==> src/line_pkg.sv <==
package line_pkg;

	// line picker codes
	localparam logic [1:0] PICK_INPUT_A  = 2'h0;
	localparam logic [1:0] PICK_INPUT_B  = 2'h1;
	localparam logic [1:0] PICK_OUTPUT_A = 2'h2;
	localparam logic [1:0] PICK_OUTPUT_B = 2'h3;

	// output source codes
	localparam logic [3:0] SRC_OFF       = 4'h0;
	localparam logic [3:0] SRC_EXP_BEGIN = 4'h1;
	localparam logic [3:0] SRC_EXP_END   = 4'h2;
	localparam logic [3:0] SRC_EXP_MID   = 4'h3;
	localparam logic [3:0] SRC_EXP_WIN   = 4'h4;
	localparam logic [3:0] SRC_TRIG_RAW  = 4'h5;
	localparam logic [3:0] SRC_TRIG_DLY  = 4'h6;
	localparam logic [3:0] SRC_GENERATOR = 4'h7;
	localparam logic [3:0] SRC_FLASH_A   = 4'h8;
	localparam logic [3:0] SRC_FLASH_B   = 4'h9;
	localparam logic [3:0] SRC_LAST      = 4'h9;

	// generator run styles
	localparam logic       STYLE_CONTINUOUS = 1'b0;
	localparam logic       STYLE_COUNTED    = 1'b1;

	// reset values of the settings
	localparam logic [3:0] SRC_RESET        = 4'h0;
	localparam logic [1:0] SCALE_RESET      = 2'h0;

	// time base: microsecond tick derived from the clock
	localparam int         CLK_MHZ          = 100;
	localparam int         TICK_US          = 1;
	localparam int         CYCLES_PER_US    = CLK_MHZ * TICK_US;
	localparam int         SCALE_FACTOR_1   = 1;
	localparam int         SCALE_FACTOR_10  = 10;
	localparam int         SCALE_FACTOR_100 = 100;
	localparam int         SCALE_FACTOR_1K  = 1000;

	// internal camera events feeding the output mux
	typedef struct packed {
		logic exposure_begin_pulse;
		logic exposure_finish_pulse;
		logic exposure_midpoint_pulse;
		logic exposure_window_level;
		logic raw_trigger_pass;
		logic delayed_trigger_pass;
		logic flash_pulse_a;
		logic flash_pulse_b;
	} event_bus_t;

	// generator settings
	typedef struct packed {
		logic [1:0]  tick_scale;
		logic [31:0] pulse_high_len;
		logic [31:0] pulse_cycle_len;
		logic [16:0] burst_count;
		logic        generator_run_style;
		logic        generator_on;
	} gen_cfg_t;

	// per-output-line settings
	typedef struct packed {
		logic [3:0] output_signal_select;
		logic       polarity_flip;
	} out_cfg_t;

endpackage

==> src/output_line_select_pulse_gen.sv <==
`timescale 1ns/1ps
// Functional notes
// exposure-begin source gives a short pulse at each exposure start
// exposure-finish source gives a short pulse at each exposure end
// midpoint source gives a short pulse at mid exposure
// exposure-window source is high for the whole exposure
// raw trigger passes to the output with no added delay; the code registers it, so it arrives one clock cycle later
// delayed trigger passes to the output after the trigger delay
// generator source routes the generator waveform unchanged
// flash sources route strobe a or strobe b
// inversion on all four lines; source select on outputs only
// software reads the level of the picked line
// direction indicator tells input or output for the picked line
// time base codes 0..3 give 1, 10, 100, 1000 us ticks
// pulse stays high for the width count in ticks
// pulses repeat at the period count in ticks
// burst length from 1 to 65536 pulses
// run style 0 continuous, 1 counted burst
// pulses only while enabled; generator usable by outputs and trigger
// source codes 0 off through 9 second strobe
// picker codes 0,1 inputs and 2,3 outputs; picker steers controls
// counted burst stops after its count, rearms on a new enable
// an off output sits at its inactive level after inversion
module output_line_select_pulse_gen
	import line_pkg::*;
#(
	parameter int CYCLES = CYCLES_PER_US
)(
	// clock and reset
	input  wire logic       clk,
	input  wire logic       sys_rst,
	// internal camera events, same clock domain
	input  wire event_bus_t events,
	// connector inputs, asynchronous
	input  wire logic       input_pin_a,
	input  wire logic       input_pin_b,
	// per-line controls addressed through the picker
	input  wire logic [1:0] line_pick,
	input  wire logic       polarity_flip,
	input  wire logic       polarity_write,
	input  wire logic [3:0] output_signal_select,
	input  wire logic       select_write,
	// generator settings
	input  wire logic [1:0] tick_scale,
	input  wire logic [31:0] pulse_high_len,
	input  wire logic [31:0] pulse_cycle_len,
	input  wire logic [16:0] burst_count,
	input  wire logic       generator_run_style,
	input  wire logic       generator_on,
	// connector outputs
	output logic            output_line_a,
	output logic            output_line_b,
	// conditioned inputs for the trigger logic
	output logic            input_line_a,
	output logic            input_line_b,
	// generator as trigger source
	output logic            generator_trigger,
	output logic            generator_running,
	// readback
	output logic            level_readback,
	output logic            direction_indicator,
	output logic            polarity_readback,
	output logic [3:0]      select_readback
);

	initial if (CYCLES < 1) $error("output_line_select_pulse_gen: CYCLES must be positive");

	logic [1:0]  in_meta;
	logic [1:0]  in_sync;
	logic [1:0]  in_flip;
	out_cfg_t    out_cfg [2];
	gen_cfg_t    gcfg;
	logic        tick;
	logic        gen_wave;
	logic [1:0]  next_out;
	logic [1:0]  raw_src;

	// generator settings bundle
	assign gcfg = '{tick_scale:          tick_scale,
	                pulse_high_len:      pulse_high_len,
	                pulse_cycle_len:     pulse_cycle_len,
	                burst_count:         burst_count,
	                generator_run_style: generator_run_style,
	                generator_on:        generator_on};

	tick_divider #(
		.CYCLES     (CYCLES)
	) u_tick (
		.clk        (clk),
		.sys_rst    (sys_rst),
		.tick_scale (tick_scale),
		.tick       (tick)
	);

	pulse_engine u_gen (
		.clk     (clk),
		.sys_rst (sys_rst),
		.cfg     (gcfg),
		.tick    (tick),
		.wave    (gen_wave),
		.running (generator_running)
	);

	// two-stage synchroniser on connector inputs
	always_ff @(posedge clk)
	begin
		if (sys_rst)
		begin
			in_meta <= '0;
			in_sync <= '0;
		end
		else
		begin
			in_meta <= {input_pin_b, input_pin_a};
			in_sync <= in_meta;
		end
	end

	// per-line settings, written through the picker
	always_ff @(posedge clk)
	begin
		if (sys_rst)
		begin
			in_flip <= '0;
			for (int i = 0; i < 2; i++)
				out_cfg[i] <= '{output_signal_select: SRC_RESET, polarity_flip: 1'b0};
		end
		else
		begin
			if (polarity_write)
			begin
				case (line_pick)
					PICK_INPUT_A:  in_flip[0] <= polarity_flip;
					PICK_INPUT_B:  in_flip[1] <= polarity_flip;
					PICK_OUTPUT_A: out_cfg[0].polarity_flip <= polarity_flip;
					PICK_OUTPUT_B: out_cfg[1].polarity_flip <= polarity_flip;
					default:       in_flip <= in_flip;
				endcase
			end
			// source select ignored for inputs and out-of-range codes
			if (select_write && line_pick[1] && output_signal_select <= SRC_LAST)
				out_cfg[line_pick[0]].output_signal_select <= output_signal_select;
		end
	end

	// source mux; every source is registered once, so all share one cycle of latency
	always_comb
	begin
		for (int i = 0; i < 2; i++)
		begin
			case (out_cfg[i].output_signal_select)
				SRC_OFF:       raw_src[i] = 1'b0;
				SRC_EXP_BEGIN: raw_src[i] = events.exposure_begin_pulse;
				SRC_EXP_END:   raw_src[i] = events.exposure_finish_pulse;
				SRC_EXP_MID:   raw_src[i] = events.exposure_midpoint_pulse;
				SRC_EXP_WIN:   raw_src[i] = events.exposure_window_level;
				SRC_TRIG_RAW:  raw_src[i] = events.raw_trigger_pass;
				SRC_TRIG_DLY:  raw_src[i] = events.delayed_trigger_pass;
				SRC_GENERATOR: raw_src[i] = gen_wave;
				SRC_FLASH_A:   raw_src[i] = events.flash_pulse_a;
				SRC_FLASH_B:   raw_src[i] = events.flash_pulse_b;
				default:       raw_src[i] = 1'b0;
			endcase
			next_out[i] = raw_src[i] ^ out_cfg[i].polarity_flip;
		end
	end

	// registered line drivers
	always_ff @(posedge clk)
	begin
		if (sys_rst)
		begin
			output_line_a     <= 1'b0;
			output_line_b     <= 1'b0;
			input_line_a      <= 1'b0;
			input_line_b      <= 1'b0;
			generator_trigger <= 1'b0;
		end
		else
		begin
			output_line_a     <= next_out[0];
			output_line_b     <= next_out[1];
			input_line_a      <= in_sync[0] ^ in_flip[0];
			input_line_b      <= in_sync[1] ^ in_flip[1];
			generator_trigger <= gen_wave;
		end
	end

	// readback of the picked line
	always_ff @(posedge clk)
	begin
		if (sys_rst)
		begin
			level_readback      <= 1'b0;
			direction_indicator <= 1'b0;
			polarity_readback   <= 1'b0;
			select_readback     <= SRC_RESET;
		end
		else
		begin
			direction_indicator <= line_pick[1];
			case (line_pick)
				PICK_INPUT_A:
				begin
					level_readback    <= input_line_a;
					polarity_readback <= in_flip[0];
					select_readback   <= SRC_OFF;
				end
				PICK_INPUT_B:
				begin
					level_readback    <= input_line_b;
					polarity_readback <= in_flip[1];
					select_readback   <= SRC_OFF;
				end
				PICK_OUTPUT_A:
				begin
					level_readback    <= output_line_a;
					polarity_readback <= out_cfg[0].polarity_flip;
					select_readback   <= out_cfg[0].output_signal_select;
				end
				default:
				begin
					level_readback    <= output_line_b;
					polarity_readback <= out_cfg[1].polarity_flip;
					select_readback   <= out_cfg[1].output_signal_select;
				end
			endcase
		end
	end
endmodule

==> src/pulse_engine.sv <==
`timescale 1ns/1ps
module pulse_engine
	import line_pkg::*;
(
	// clock and reset
	input  wire logic     clk,
	input  wire logic     sys_rst,
	// settings and time base
	input  wire gen_cfg_t cfg,
	input  wire logic     tick,
	// waveform
	output logic          wave,
	output logic          running
);

	typedef enum logic [1:0] {
		ST_IDLE  = 2'b00,
		ST_RUN   = 2'b01,
		ST_DONE  = 2'b11
	} gen_state_t;

	gen_state_t  state;
	logic [31:0] phase;
	logic [16:0] emitted;
	logic        on_d;
	logic        end_of_period;

	assign end_of_period = tick && (phase + 32'h1 >= cfg.pulse_cycle_len);

	// run control: counted bursts stop and rearm on a new enable edge
	always_ff @(posedge clk)
	begin
		if (sys_rst)
		begin
			state   <= ST_IDLE;
			on_d    <= 1'b0;
			emitted <= '0;
		end
		else
		begin
			on_d <= cfg.generator_on;
			case (state)
				ST_IDLE:
					if (cfg.generator_on && !on_d)
					begin
						state   <= ST_RUN;
						emitted <= '0;
					end
				ST_RUN:
					if (!cfg.generator_on)
						state <= ST_IDLE;
					else if (end_of_period)
					begin
						emitted <= emitted + 17'h1;
						if (cfg.generator_run_style == STYLE_COUNTED &&
						    emitted + 17'h1 >= cfg.burst_count)
							state <= ST_DONE;
					end
				ST_DONE:
					if (!cfg.generator_on)
						state <= ST_IDLE;
				default:
					state <= ST_IDLE;
			endcase
		end
	end

	// phase counter in ticks, restarting every period
	always_ff @(posedge clk)
	begin
		if (sys_rst || state != ST_RUN)
			phase <= '0;
		else if (end_of_period)
			phase <= '0;
		else if (tick)
			phase <= phase + 32'h1;
	end

	// high while phase below width; one count is one tick
	always_ff @(posedge clk)
	begin
		if (sys_rst)
		begin
			wave    <= 1'b0;
			running <= 1'b0;
		end
		else
		begin
			wave    <= (state == ST_RUN) && cfg.generator_on && (phase < cfg.pulse_high_len);
			running <= (state == ST_RUN);
		end
	end
endmodule

==> src/tick_divider.sv <==
`timescale 1ns/1ps
module tick_divider
	import line_pkg::*;
#(
	parameter int CYCLES = CYCLES_PER_US
)(
	// clock and reset
	input  wire logic       clk,
	input  wire logic       sys_rst,
	// time base
	input  wire logic [1:0] tick_scale,
	output logic            tick
);

	initial if (CYCLES < 1) $error("tick_divider: CYCLES must be at least one");

	logic [$clog2(CYCLES+1)-1:0] us_cnt;
	logic [9:0]                  scale_cnt;
	logic [9:0]                  scale_top;
	logic                        us_pulse;

	// microsecond enable pulse
	always_ff @(posedge clk)
	begin
		if (sys_rst)
		begin
			us_cnt   <= '0;
			us_pulse <= 1'b0;
		end
		else
		begin
			us_pulse <= (us_cnt == $bits(us_cnt)'(CYCLES - 1));
			us_cnt   <= (us_cnt == $bits(us_cnt)'(CYCLES - 1)) ? '0 : us_cnt + 1'b1;
		end
	end

	// multiplier per scale code
	always_comb
	begin
		case (tick_scale)
			2'h0:    scale_top = 10'(SCALE_FACTOR_1 - 1);
			2'h1:    scale_top = 10'(SCALE_FACTOR_10 - 1);
			2'h2:    scale_top = 10'(SCALE_FACTOR_100 - 1);
			default: scale_top = 10'(SCALE_FACTOR_1K - 1);
		endcase
	end

	// scaled tick; a scale change applies at the next microsecond pulse, the count running on against the new top
	always_ff @(posedge clk)
	begin
		if (sys_rst)
		begin
			scale_cnt <= '0;
			tick      <= 1'b0;
		end
		else
		begin
			tick <= 1'b0;
			if (us_pulse)
			begin
				if (scale_cnt >= scale_top)
				begin
					scale_cnt <= '0;
					tick      <= 1'b1;
				end
				else
					scale_cnt <= scale_cnt + 1'b1;
			end
		end
	end

endmodule
==> config.mk <==
export PLATFORM = sky130hd
export DESIGN_NAME = output_line_select_pulse_gen
export DESIGN_NICKNAME = d
export VERILOG_FILES = /design/src/line_pkg.sv /design/src/output_line_select_pulse_gen.sv /design/src/pulse_engine.sv /design/src/tick_divider.sv
export SDC_FILE = /design/constraint.sdc
export NUM_CORES = 1
export LEC_CHECK = 0
export BUFFER_PORTS_ARGS = -buffer_cell sky130_fd_sc_hd__buf_2
export CORE_ASPECT_RATIO = 0.7
export CORE_MARGIN = 2
export CORE_UTILIZATION = 50
export CTS_BUF_LIST = sky130_fd_sc_hd__clkbuf_8
export CTS_CLUSTER_DIAMETER = 30
export DETAILED_ROUTE_END_ITERATION = 16
export HOLD_SLACK_MARGIN = 0.03
export PLACE_DENSITY = 0.72
export SLEW_MARGIN = 5
export SYNTH_ARGS = -nofsm -noshare
export SYNTH_HDL_FRONTEND = slang
export SYNTH_SLANG_ARGS = --single-unit
export TNS_END_PERCENT = 1
==> constraint.sdc <==
create_clock -name clk -period 4.59 [get_ports clk]
set_input_delay 0.6885 -clock clk [delete_from_list [all_inputs] [get_ports clk]]
set_output_delay 0.6885 -clock clk [all_outputs]
set_load 0.1 [all_outputs]
After elaboration in Yosys (flattened, before gate mapping)
Memory sizes are Yosys's and may differ from the RTL's.
Index checks and enable logic that the tools add are counted.
{"block": "op_classes", "addsub": 4, "magnitude_cmp": 5, "eq_ne": 33, "muxes": 33, "n_bitwise": 7, "reduce_logical": 21}
{"op": "17-bit 2-to-1 mux", "count": 3}
{"op": "17-bit case mux with 2 select lines", "count": 1}
{"op": "32-bit by 1-bit adder with 32-bit output, second input constant", "count": 1}
{"op": "4-bit by 3-bit == test with 1-bit output, second input constant", "count": 8}
{"op": "32-bit >= comparator", "count": 1}
{"op": "32-bit < comparator", "count": 1}
{"op": "10-bit case mux with 3 select lines", "count": 1}
{"op": "1-bit case mux with 9 select lines", "count": 2}
{"op": "17-bit by 1-bit adder with 17-bit output, second input constant", "count": 1}
{"op": "17-bit >= comparator", "count": 1}
{"op": "4-bit by 2-bit == test with 1-bit output, second input constant", "count": 4}
{"op": "4-bit == test, second input constant", "count": 4}
{"op": "1-bit 2-to-1 mux", "count": 16}
{"op": "10-bit by 1-bit adder with 10-bit output, second input constant", "count": 1}
{"op": "10-bit >= comparator", "count": 1}
{"op": "10-bit 2-to-1 mux", "count": 1}
{"op": "2-bit 2-to-1 mux", "count": 5}
{"op": "2-bit == test, second input constant", "count": 4}
{"op": "4-bit by 1-bit == test with 1-bit output, second input constant", "count": 2}
{"op": "4-bit case mux with 2 select lines", "count": 1}
{"op": "4-bit AND reduction", "count": 2}
{"op": "2-bit OR reduction", "count": 4}
{"op": "7-bit by 1-bit adder with 7-bit output, second input constant", "count": 1}
{"op": "7-bit == test, second input constant", "count": 1}
{"op": "16 further kinds", "count": 36}
{"block": "word_totals", "register_bits": 91, "ramBits": 10, "input_bits": 106, "output_inout_bits": 13, "wordCells": 127, "n_memories": 1}
{"name": "out_cfg", "words": 2, "width": 5, "rd": 2, "rd_clocked_by_memory_dff": 0, "wr": 3, "line_no": "output_line_select_pulse_gen.sv:71", "source": "out_cfg_t out_cfg [2];"}

Depth between registers and ports, before layout
Gate-level depths: netlist of the first run.
{"block": "depth", "ltp_word": 7, "ltp_mapped": 18, "depth_no_buf": 14}

Cells and area by module
Synthesis of the first run repeated with hierarchy kept, for this count alone.
{"block": "hier_totals", "hier_cells": 855, "area_unflattened_um2": 7272.0}
{"mod": "pulse_engine", "n_inst": 1, "cells_each": 636, "area_per_inst_um2": 4964.8}
{"mod": "output_line_select_pulse_gen", "n_inst": 1, "cells_each": 101, "area_per_inst_um2": 1217.4}
{"mod": "tick_divider", "n_inst": 1, "cells_each": 118, "area_per_inst_um2": 1089.8}

Worst setup path before layout of the first run
OpenSTA, ideal clock, no wires.
{"block": "synth_timing", "path_type": "reg-to-reg", "start": "reg u_gen.phase[0]", "end": "reg u_gen.emitted[14]", "setup_ps": 122, "arrival_ps": 3497, "required_ps": 4468, "path_slack_ps": 971, "path_stages_with_launch": 16, "n_path_buf": 2, "synth_period_minus_slack_ps": 3619, "path_cell_list": "dfxtp_1 ha_1 clkbuf_1 nand3_1 or3_1 nor2_1 xor2_1 ha_1 nand4_1 nor2_1 a221o_1 o31ai_2 o21a_2 nor2_2 buf_6 a221o_1"}
{"block": "synth_via", "elab_chain_len": 5}
{"element": "from (decl)", "line_no": "pulse_engine.sv:23", "source": "logic [31:0] phase;"}
{"element": "from (signal assigned)", "line_no": "pulse_engine.sv:76", "source": "phase <= phase + 32'h1;"}
{"element": "32-bit by 1-bit adder with 32-bit output", "line_no": "pulse_engine.sv:28", "source": "assign end_of_period = tick && (phase + 32'h1 >= cfg.pulse_cycle_len);"}
{"element": "32-bit >= comparator", "line_no": "pulse_engine.sv:28"}
{"element": "1-bit logical AND", "line_no": "pulse_engine.sv:28"}
{"element": "2-bit by 1-bit != test with 1-bit output (no source line)"}
{"element": "4-bit AND reduction (no source line)"}
{"element": "to (signal assigned)", "line_no": "pulse_engine.sv:54", "source": "emitted <= emitted + 17'h1;"}
{"element": "to (decl)", "line_no": "pulse_engine.sv:24", "source": "logic [16:0] emitted;"}
No other way between the ends.
A chain may end at the register's enable or synchronous reset.

Worst setup path after layout of the first run
{"block": "layout_timing", "start": "reg u_gen.phase[2]", "end": "reg u_gen.emitted[0]"}
The elaborated chain is that of the path after synthesis.

==> flow_summary.toml, run 1 <==
[global_routing]
grt_first_pass_wirelength_mm = 27.3
grt_antenna_before_repair = 0
grt_max_degree = 41
grt_pass1_vias = 5721
gr-total-overflow = 0
grt_usage_pct = 21.5

[yosys]
yosys_most_used_dff = "dfxtp_1"
yosysWarnings = 0
yosysTopAreaCell = "dfxtp_1"
synth_cells = 852
syn_nets = 1051
async_flop_share_pct = 0
synth_seq_cells = 101
avgSynthCellArea_um2 = 8.51
yosysSeqAreaShare_pct = 29.3
netlist_top_cells_count = "nor2_1 (98), ha_1 (93), dfxtp_1 (91)"
synth.area.top_cells = "dfxtp_1 (25%), ha_1 (16%), xnor2_1 (5.8%)"
yosysMostFrequentCell = "nor2_1"
synth_top_area_share_pct = 25.1
synth_edf_count = 10
yosysUniqueCellTypes = 59
synth_area_um2 = 7250

[timing]
min_period_ns = 4.06
finalMaxSlewViolations = 0
whs_ns = 0.447
fmax_mhz = 247
tns_ns = 0
worst_slew_pin_slew_ns = 1.01
hold_viol_final = 0
fin_ws_ns = 0.534
fin_worst_skew_ns = 0.0107
relSlewSlack_pct = 32.1
rsz0062_at_grt = "no"
fin_crit_sh_pct = 88.4
setup_violations = 0

[critical_path]
critical-path-max-stage-delay_ns = 0.50
r2r-end = "u_gen.emitted[0]"
cpMaxStageDelayCell = "dfxtp_1"
path_class = "flop to flop"
required_ns = 4.91
r2r_slack_ns = 0.53
crit_arrival_ns = 4.38
path_cells = "and4_1 -> nand4_4 -> nor3_4 -> and2_0 -> nand3_1 -> xnor2_1 -> ha_1 -> nand4_1 -> nor2_1 -> a221o_1 -> o31ai_2 -> o211ai_1 -> a21oi_4 -> mux2_2"
end_kind = "flop"
r2r_cells = 14
crit_path_max_fanout = 14
crit_path_start_kind = "flop"
reg2reg_from = "u_gen.phase[2]"

[detailed_routing]
wl_mm = 16.0
vias = 6100
drtIter0Drc = 336
wire_per_inst_um = 13.8
vias_per_cell = 5.28
drc = 0
dr.pass1.iters = 4
postRouteAntennaNets = 0

[layout]
stdcell_area_um2 = 8190
fillerInstances = 1346
antenna-diode-count = 0
fin_nets = 1160
finalNonFillerCells = 1156
areaGrowthSynthToFinish_pct = 12.9
drive_gt1_share_pct = 17.4
fin_util_pct = 58.2

[die]
core_area_um2 = 14100
ios = 119
row_count = 36
die_h_um = 105
start_util_pct = 51.6
design.die.area_um2 = 15500
dieWidth_um = 148

[pwr]
vdd_drop_max_mv = 0.147
p_per_area_nw_per_um2 = 206
total_power_mw = 1.69
power.leakage_nw = 4.03

[hold_path]
hold_depth = 1
hp-class = "flop to flop"
hp-start = "in_meta[0]"
min_delay_worst_endpoint = "in_sync[0]"

[place]
gp_congestion = 0.905
dpl_worst_slack_ns = 0.579
dp_cells = 1140
place_area_um2 = 8000
dp_hpwl_mm = 12.7
port_buffers = 118

[clock_tree]
cts_buffers = 9
worstSkewPairLatency_ns = 0.37
post_cts_buffers = 0
cts_tree = "built"
clock_sinks = 101
clock_path_buffers = 2
clk_pin_slew_ns = 0.10
cts-root-buf = "clkbuf_8"
ctsHtreeMaxLevel = 3
holdBufCountCts = 0
ctsResizeCount = 0

[outcome]
status = "finished, final reports clean"

[flow_run]
maxCapViolCount = 0
[report_power, final]
part | switching [mW] | internal (mW)
Sequential | 0.0126 | 0.908
Clock | 0.330 | 0.205
Combinational | 0.141 | 0.0911
[cell usage in the layout (no fill, tap or decap), drive strengths merged, types with 3 or more instances in the layout]
| master | netlist | layout |
|---|---|---|
| a211o | 3 | 3 |
| a211oi | 3 | 3 |
| a21o | 19 | 19 |
| a21oi | 30 | 30 |
| a221o | 13 | 13 |
| and2 | 13 | 13 |
| and3 | 22 | 22 |
| and4 | 9 | 9 |
| buf | 16 | 124 |
| clkbuf | 10 | 9 |
| clkinvlp | 0 | 4 |
| dfxtp | 91 | 91 |
| edfxtp | 10 | 10 |
| ha | 93 | 93 |
| inv | 84 | 87 |
| mux2 | 3 | 3 |
| mux2i | 13 | 13 |
| mux4 | 4 | 4 |
| nand2 | 55 | 55 |
| nand2b | 9 | 9 |
| nand3 | 38 | 38 |
| nand3b | 5 | 5 |
| nand4 | 25 | 25 |
| nor2 | 100 | 100 |
| nor2b | 12 | 12 |
| nor3 | 10 | 10 |
| nor3b | 3 | 3 |
| nor4 | 3 | 3 |
| o211ai | 3 | 3 |
| o21a | 13 | 13 |
| o21ai | 18 | 18 |
| o21bai | 3 | 3 |
| o221ai | 3 | 3 |
| or2 | 6 | 6 |
| or3 | 5 | 5 |
| xnor2 | 48 | 48 |
| xor2 | 44 | 44 |
[registers in the layout, indices dropped and copies added (netlist names), 2 cells and up]
signal / flops
u_tick.us_cnt: 7
u_gen.emitted: 17
out_cfg: 10
u_tick.scale_cnt: 10
in_flip: 2
u_gen.phase: 32
u_gen.state: 2
select_readback: 4
in_meta: 2
in_sync: 2
[cell families (layout without fill, tap and decap cells)]
logic type,after synthesis,in the layout,synth area share [%]
AO/OA/AOI/OAI,119,119,11.7
XOR/XNOR,92,92,11.1
adder cells (fa/ha/maj),93,93,16.1
buffers and inverters,110,224,6.08
flip-flops,101,101,29.3
multiplexers,20,20,3.50
AND/OR/NAND/NOR,317,317,22.3
[layout make-up]
cell class,instances,area [um^2],share of cell area [%]
multi-input combinational,641,4690,57.3
sequential,101,2120,25.9
timing repair buffer,124,636,7.77
inverter,84,315,3.85
tap,190,238,2.90
clock buffer,9,124,1.51
clock inverter,7,58.8,0.718
[how the worst max path moves through the flow]
stage	startpoint	to	slack [ns]	depth (start not counted)
after global routing	u_gen.phase[2]	u_gen.emitted[9]	0.09	14
after CTS	u_gen.phase[2]	u_gen.emitted[11]	0.53	14
after floorplan	u_gen.phase[0]	u_gen.emitted[14]	0.97	15
after detailed placement	u_gen.phase[2]	u_gen.emitted[0]	0.58	14
final	u_gen.phase[2]	u_gen.emitted[0]	0.53	14
after global placement	u_gen.phase[2]	u_gen.emitted[0]	0.72	14
[layer usage]
metal  GRT usage [%]  vias up  wire [um]
li1                -     3173          -
met1            32.6     2769       8520
met2            31.7      147       6400
met3            4.41       11        915
met4            3.88        0        148
met5               0        -          0
[critical path: cells and delay by family (launching register included)]
| kind | cells | cell delay (ns) |
|---|---|---|
| XOR/XNOR | 1 | 0.15 |
| adder cells (fa/ha/maj) | 1 | 0.29 |
| AO/OA/AOI/OAI | 4 | 1.29 |
| AND/OR/NAND/NOR | 7 | 1.55 |
| flip-flops | 1 | 0.50 |
| multiplexers | 1 | 0.23 |
(Power assumes the default switching activity.)
==> run 2: changes to the inputs <==
--- a/config.mk
+++ b/config.mk
@@ -5,15 +5,15 @@
 export SDC_FILE = /design/constraint.sdc
 export NUM_CORES = 1
 export LEC_CHECK = 0
+export ABC_AREA = 1
 export BUFFER_PORTS_ARGS = -buffer_cell sky130_fd_sc_hd__buf_2
 export CORE_ASPECT_RATIO = 0.7
-export CORE_MARGIN = 2
 export CORE_UTILIZATION = 50
 export CTS_BUF_LIST = sky130_fd_sc_hd__clkbuf_8
 export CTS_CLUSTER_DIAMETER = 30
 export DETAILED_ROUTE_END_ITERATION = 16
 export HOLD_SLACK_MARGIN = 0.03
-export PLACE_DENSITY = 0.72
+export PLACE_DENSITY = 0.74
 export SLEW_MARGIN = 5
 export SYNTH_ARGS = -nofsm -noshare
 export SYNTH_HDL_FRONTEND = slang
==> constraint.sdc (replaced) <==
create_clock -name clk -period 3.6 [get_ports clk]
set_input_delay 0.54 -clock clk [delete_from_list [all_inputs] [get_ports clk]]
set_output_delay 0.54 -clock clk [all_outputs]
set_load 0.1 [all_outputs]
==> run 2 against run 1 <==
Net effect: utilization increased by 0.35 points; clock power is 58% higher; maximum frequency up 19%; non-clock buffer count stayed put; via count is 17% higher; sequential power up 32%; power increased by 53%; final cell count up 23%; first-iteration DRC count increased by 100%; hold slack lost 0.073 ns; clock skew increased by 0.00062 ns; combinational power increased by 120%; highest routed layer unchanged.
==> flow_summary.toml, run 2 <==
[outcome]
status = "finished, final reports clean"

[global_routing]
grt_first_pass_wirelength_mm = 30.0
grt_antenna_before_repair = 0
grt_max_degree = 33
grt_pass1_vias = 6233
gr-total-overflow = 0
grt_usage_pct = 24.0

[layout]
antenna-diode-count = 0
stdcell_area_um2 = 8650
areaGrowthSynthToFinish_pct = 13.5
fillerInstances = 1424
largest_register = "u_gen.phase"
finalNonFillerCells = 1419
final_cell_mix = "nand2_1 (245), inv_1 (196), nor2_1 (131)"
final_common_cell = "nand2_1"
drive_gt1_share_pct = 15.0
fin_nets = 1418
reg_top3 = "u_gen.phase x32, u_gen.emitted x17"
largest_register_ffs = 32

[critical_path]
r2r-end = "u_gen.phase[31]"
path_class = "flop to flop"
end_kind = "flop"
r2r_slack_ns = 0.19
reg2reg_from = "u_gen.phase[10]"
r2r_cells = 18
required_ns = 3.87
crit_path_max_fanout = 32
crit_arrival_ns = 3.68
crit_path_start_kind = "flop"

[die]
core_area_um2 = 14800
ios = 119
start_util_pct = 51.6
die_h_um = 105
row_count = 37
dieWidth_um = 150
design.die.area_um2 = 15800

[clock_tree]
cts_buffers = 9
cts_tree = "built"
worstSkewPairLatency_ns = 0.37
cts-root-buf = "clkbuf_8"
holdBufCountCts = 0
clk_pin_slew_ns = 0.10
ctsHtreeMaxLevel = 3
clock_path_buffers = 2
clock_sinks = 101

[yosys]
synth_area_um2 = 7620
syn_nets = 1306
yosysMostFrequentCell = "nand2_1"
synth_edf_count = 10
synth_top_area_share_pct = 23.9
yosysWarnings = 0
synth_seq_cells = 101
yosysSeqAreaShare_pct = 27.8
yosysUniqueCellTypes = 49
async_flop_share_pct = 0
synth.area.top_cells = "dfxtp_1 (24%), ha_1 (15%), nand2_1 (12%)"
avgSynthCellArea_um2 = 6.89
synth_cells = 1107
netlist_top_cells_count = "nand2_1 (245), inv_1 (193), nor2_1 (132)"
yosysTopAreaCell = "dfxtp_1"
yosys_most_used_dff = "dfxtp_1"

[timing]
tns_ns = 0
fin_worst_skew_ns = 0.0113
fmax_mhz = 293
fin_crit_sh_pct = 94.7
setup_violations = 0
relSlewSlack_pct = 36.4
fin_ws_ns = 0.190
finalMaxSlewViolations = 0
min_period_ns = 3.41
hold_viol_final = 0
worst_slew_pin_slew_ns = 0.953
rsz0062_at_grt = "yes"

[pwr]
p_per_area_nw_per_um2 = 298
vdd_drop_max_mv = 0.175
clock_power_share_pct = 32.7
p_sw_share_pct = 29.6
switching_power_uw = 764
p_int_mw = 1.82
total_power_mw = 2.58
seq_power_share_pct = 47.3
power.leakage_nw = 4.52
combPwrFrac_pct = 20.0

[detailed_routing]
postRouteAntennaNets = 0
drtIter0Drc = 675
dr.pass1.iters = 6
vias_per_cell = 5.01
wire_per_inst_um = 12.8
vias = 7110
wl_mm = 18.2
drc = 0

[place]
dp_hpwl_mm = 14.7
gp_congestion = 0.920
dpl_worst_slack_ns = 0.232
port_buffers = 118
dp_cells = 1403
place_area_um2 = 8390

[hold_path]
min_delay_worst_endpoint = "in_meta[1]"
hp-class = "input port to flop"
hp-start = "input_pin_b"
hold_depth = 3

[flow_run]
maxCapViolCount = 0
## run 2: cell count changes in the layout (fill, tap and decap cells not counted), moves of 20 or more
cell,delta
nand2_1,+190
inv_1,+112
xnor2_1,-42
a21oi_1,+41
nor2_1,+33
and3_1,-20
## run 2: cell type report
cell class / count / area [um^2] / area share [%]
clock inverter: 7 / 109 / 1.26
inverter: 200 / 751 / 8.68
multi-input combinational: 783 / 4660 / 53.8
tap: 195 / 244 / 2.82
timing repair buffer: 124 / 648 / 7.49
clock buffer: 9 / 124 / 1.43
sequential: 101 / 2120 / 24.5
## run 2: critical path, stage by stage (launching register included)
cell and delay [ns]:
dfxtp_1 0.47, nand2_1 0.15, nor2_1 0.22, nand4_1 0.18
nor2_2 0.25, nand2_1 0.15, xor2_1 0.21, inv_1 0.07
ha_1 0.29, a21oi_1 0.19, nor2_1 0.06, nor2_1 0.08
nand3_1 0.12, nor2_1 0.13, nand2_1 0.07, nand2_2 0.13
nand2_1 0.12, buf_12 0.19, a211oi_1 0.22
## run 2: metal layers
| layer | global-route usage, % | share of wire (%) |
|---|---|---|
| met1 | 37.7 | 53 |
| met2 | 32.8 | 38 |
| met3 | 5.24 | 8.3 |
| met4 | 4.37 | 0.75 |
| met5 | 0 | 0 |
## run 2: power by group through the flow
| stage | clock network, mW | registers (mW) | logic (mW) |
|---|---|---|---|
| floorplan | 0 | 1.30 | 0.310 |
| global placement | 0 | 1.24 | 0.502 |
| detailed placement | 0 | 1.25 | 0.511 |
| CTS | 0.864 | 1.22 | 0.514 |
| global route | 0.904 | 1.23 | 0.585 |
| finish | 0.844 | 1.22 | 0.517 |
## run 2: kinds of logic after synthesis
| group | share of synthesized area, % |
|---|---|
| simple gates | 29.4 |
| buf+inv | 11.5 |
| compound gates | 10.7 |
| flops | 27.8 |
| fa+ha+maj | 15.3 |
| xor+xnor | 5.25 |
| mux | 0.131 |
## run 2: worst max path at each step
stage / start / endpoint / slack [ns]
after global placement: u_gen.phase[10] / u_gen.emitted[15] / 0.27
after detailed placement: u_gen.phase[10] / u_gen.emitted[12] / 0.23
after CTS: u_gen.phase[10] / u_gen.emitted[12] / 0.19
after global routing: u_gen.phase[10] / u_gen.phase[31] / -0.03
final: u_gen.phase[10] / u_gen.phase[31] / 0.19
after floorplan: u_gen.phase[0] / u_gen.emitted[11] / 0.94
## run 2: timing repair
item / CTS / global route
setup buffers: 0 / 0
setup endpoints to repair: 0 / 36
resized for setup: 0 / 5
## run 2: through the flow
step	utilization [%]	hold slack, ns
2_1_floorplan	-	0.388
3_3_place_gp	56.8	0.397
3_5_place_dp	56.8	0.398
4_1_cts	58.4	0.356
5_1_grt	58.6	0.371
6_report	58.6	0.374
==> run 3: changes to the inputs <==
--- a/config.mk
+++ b/config.mk
@@ -8,10 +8,12 @@
 export ABC_AREA = 1
 export BUFFER_PORTS_ARGS = -buffer_cell sky130_fd_sc_hd__buf_2
 export CORE_ASPECT_RATIO = 0.7
+export CORE_MARGIN = 2
 export CORE_UTILIZATION = 50
 export CTS_BUF_LIST = sky130_fd_sc_hd__clkbuf_8
 export CTS_CLUSTER_DIAMETER = 30
 export DETAILED_ROUTE_END_ITERATION = 16
+export GPL_TIMING_DRIVEN = 0
 export HOLD_SLACK_MARGIN = 0.03
 export PLACE_DENSITY = 0.74
 export SLEW_MARGIN = 5
==> run 3 against run 2 <==
Net effect: design area rose by 0.29%; final cell count rose by 1.1%; register-to-register slack improved by 0.06 ns; die area rose by 3.3%; sequential power barely moved; first-iteration DRC count fell by 17%; utilization barely moved; sequential share of layout area rose by 0.059 points; maximum frequency rose by 1.9%; non-clock buffer count rose by 16; critical path depth did not move; clock power fell by 18%.
==> flow_summary.toml, run 3 (same netlist as run 2, synthesis figures left out) <==
[global_routing]
grt_first_pass_wirelength_mm = 30.9
grt_pass1_vias = 6491
grt_antenna_before_repair = 0
grt_usage_pct = 23.9
grt_max_degree = 19
gr-total-overflow = 0

[timing]
min_period_ns = 3.35
fin_ws_ns = 0.254
worst_slew_pin_slew_ns = 0.662
relSlewSlack_pct = 55.9
whs_ns = 0.373
fmax_mhz = 299
fin_worst_skew_ns = 0.0209
fin_crit_sh_pct = 92.9
tns_ns = 0
finalMaxSlewViolations = 0
hold_viol_final = 0
setup_violations = 0

[layout]
areaGrowthSynthToFinish_pct = 13.9
fin_util_pct = 58.6
antenna-diode-count = 0
stdcell_area_um2 = 8680
reg_top3 = "u_gen.phase x32, u_gen.emitted x17"
fin_nets = 1434
final_cell_mix = "nand2_1 (245), inv_1 (194), nor2_1 (130)"
drive_gt1_share_pct = 16.0
finalNonFillerCells = 1435
largest_register_ffs = 32
final_common_cell = "nand2_1"
largest_register = "u_gen.phase"
fillerInstances = 1455

[place]
port_buffers = 116
dp_hpwl_mm = 15.5
gp_congestion = 0.921
place_area_um2 = 8450
dp_cells = 1418
dpl_worst_slack_ns = 0.233

[clock_tree]
clk_pin_slew_ns = 0.11
clock_path_buffers = 2
cts_buffers = 9
worstSkewPairLatency_ns = 0.38
cts_tree = "built"
ctsHtreeMaxLevel = 3
cts-root-buf = "clkbuf_8"
clock_sinks = 101

[critical_path]
path_buf_inv = 3
end_kind = "flop"
crit_path_start_kind = "flop"
required_ns = 3.84
crit_arrival_ns = 3.58
cp_common_cell = "nand2_1"
cpMaxStageDelayCell = "dfxtp_1"
path_delay_family = "simple AND/OR/NAND/NOR gates"
critical-path-max-stage-delay_ns = 0.42
path_class = "flop to flop"
crit_path_max_fanout = 10
reg2reg_from = "u_gen.phase[5]"
cp-startpoint = "u_gen.phase[5]"
path_cells = "nand2_1 -> nor2_2 -> nand2_4 -> nor3_4 -> nand4_1 -> xor2_2 -> inv_1 -> ha_1 -> nand2_1 -> inv_1 -> nand4_1 -> a21oi_1 -> nor2_1 -> nand2_1 -> nand2_2 -> nand2_1 -> buf_2 -> a211oi_1"

[die]
design.die.area_um2 = 16300
die_h_um = 107
start_util_pct = 51.5
core_area_um2 = 14800
ios = 119
row_count = 37
dieWidth_um = 152

[detailed_routing]
dr.pass1.iters = 5
vias = 7297
wire_per_inst_um = 13.2
wl_mm = 19.0
drc = 0
vias_per_cell = 5.09
drtIter0Drc = 558
postRouteAntennaNets = 0

[outcome]
status = "finished, final reports clean"

[pwr]
total_power_mw = 2.43
vdd_drop_max_mv = 0.166
p_per_area_nw_per_um2 = 281
power.leakage_nw = 4.53

[hold_path]
hp-class = "input port to flop"
hp-start = "sys_rst"

[flow_run]
maxCapViolCount = 0
==> run 3: cell types whose count changed in the layout (fill, tap and decap cells not counted), sizes merged <==
cell      previous run  this run
inv                203       204
clkbuf               9        20
clkinvlp             1         2
buf                124       129
clkinv               0         1
bufinv               3         0
==> run 3: final cells by class <==
| type | count | area, um^2 | share of cell area (%) |
|---|---|---|---|
| plain buffers | 23 | 126 | 1.46 |
| flip-flops and latches | 101 | 2130 | 24.6 |
| well taps | 195 | 244 | 2.81 |
| multi-input cells | 783 | 4660 | 53.7 |
| inverters | 200 | 751 | 8.65 |
| clock buffers | 9 | 124 | 1.43 |
| clock inverters | 7 | 51.3 | 0.591 |
| repair buffers | 117 | 588 | 6.78 |
==> run 3: metal layers <==
metal	global-route usage (%)	share of wire, %
met3	3.18	8.1
met1	38.1	52
met2	34.0	39
met4	4.70	1.0
met5	0	0
==> run 3: timing repair <==
| action | 4_1_cts | 5_1_grt |
|---|---|---|
| hold buffers | 0 | 0 |
| hold endpoints to repair | 0 | 0 |
| resized for setup | 0 | 19 |
| endpoints found under the setup margin | 0 | 44 |
| buffers inserted | 0 | 1 |
==> run 3: worst paths after layout <==
path,to,slack (ns),cells after the start
setup reg to reg,u_gen.phase[9],0.25,18
setup / recovery,u_gen.phase[9],0.25,18
hold / removal,in_flip[0],0.37,2
hold reg to reg,in_sync[0],0.41,2
==> run 3: power by group <==
group / internal [mW] / switching [mW]
combinational: 0.188 / 0.337
sequential: 1.18 / 0.0388
clock: 0.256 / 0.432
total: 1.63 / 0.808
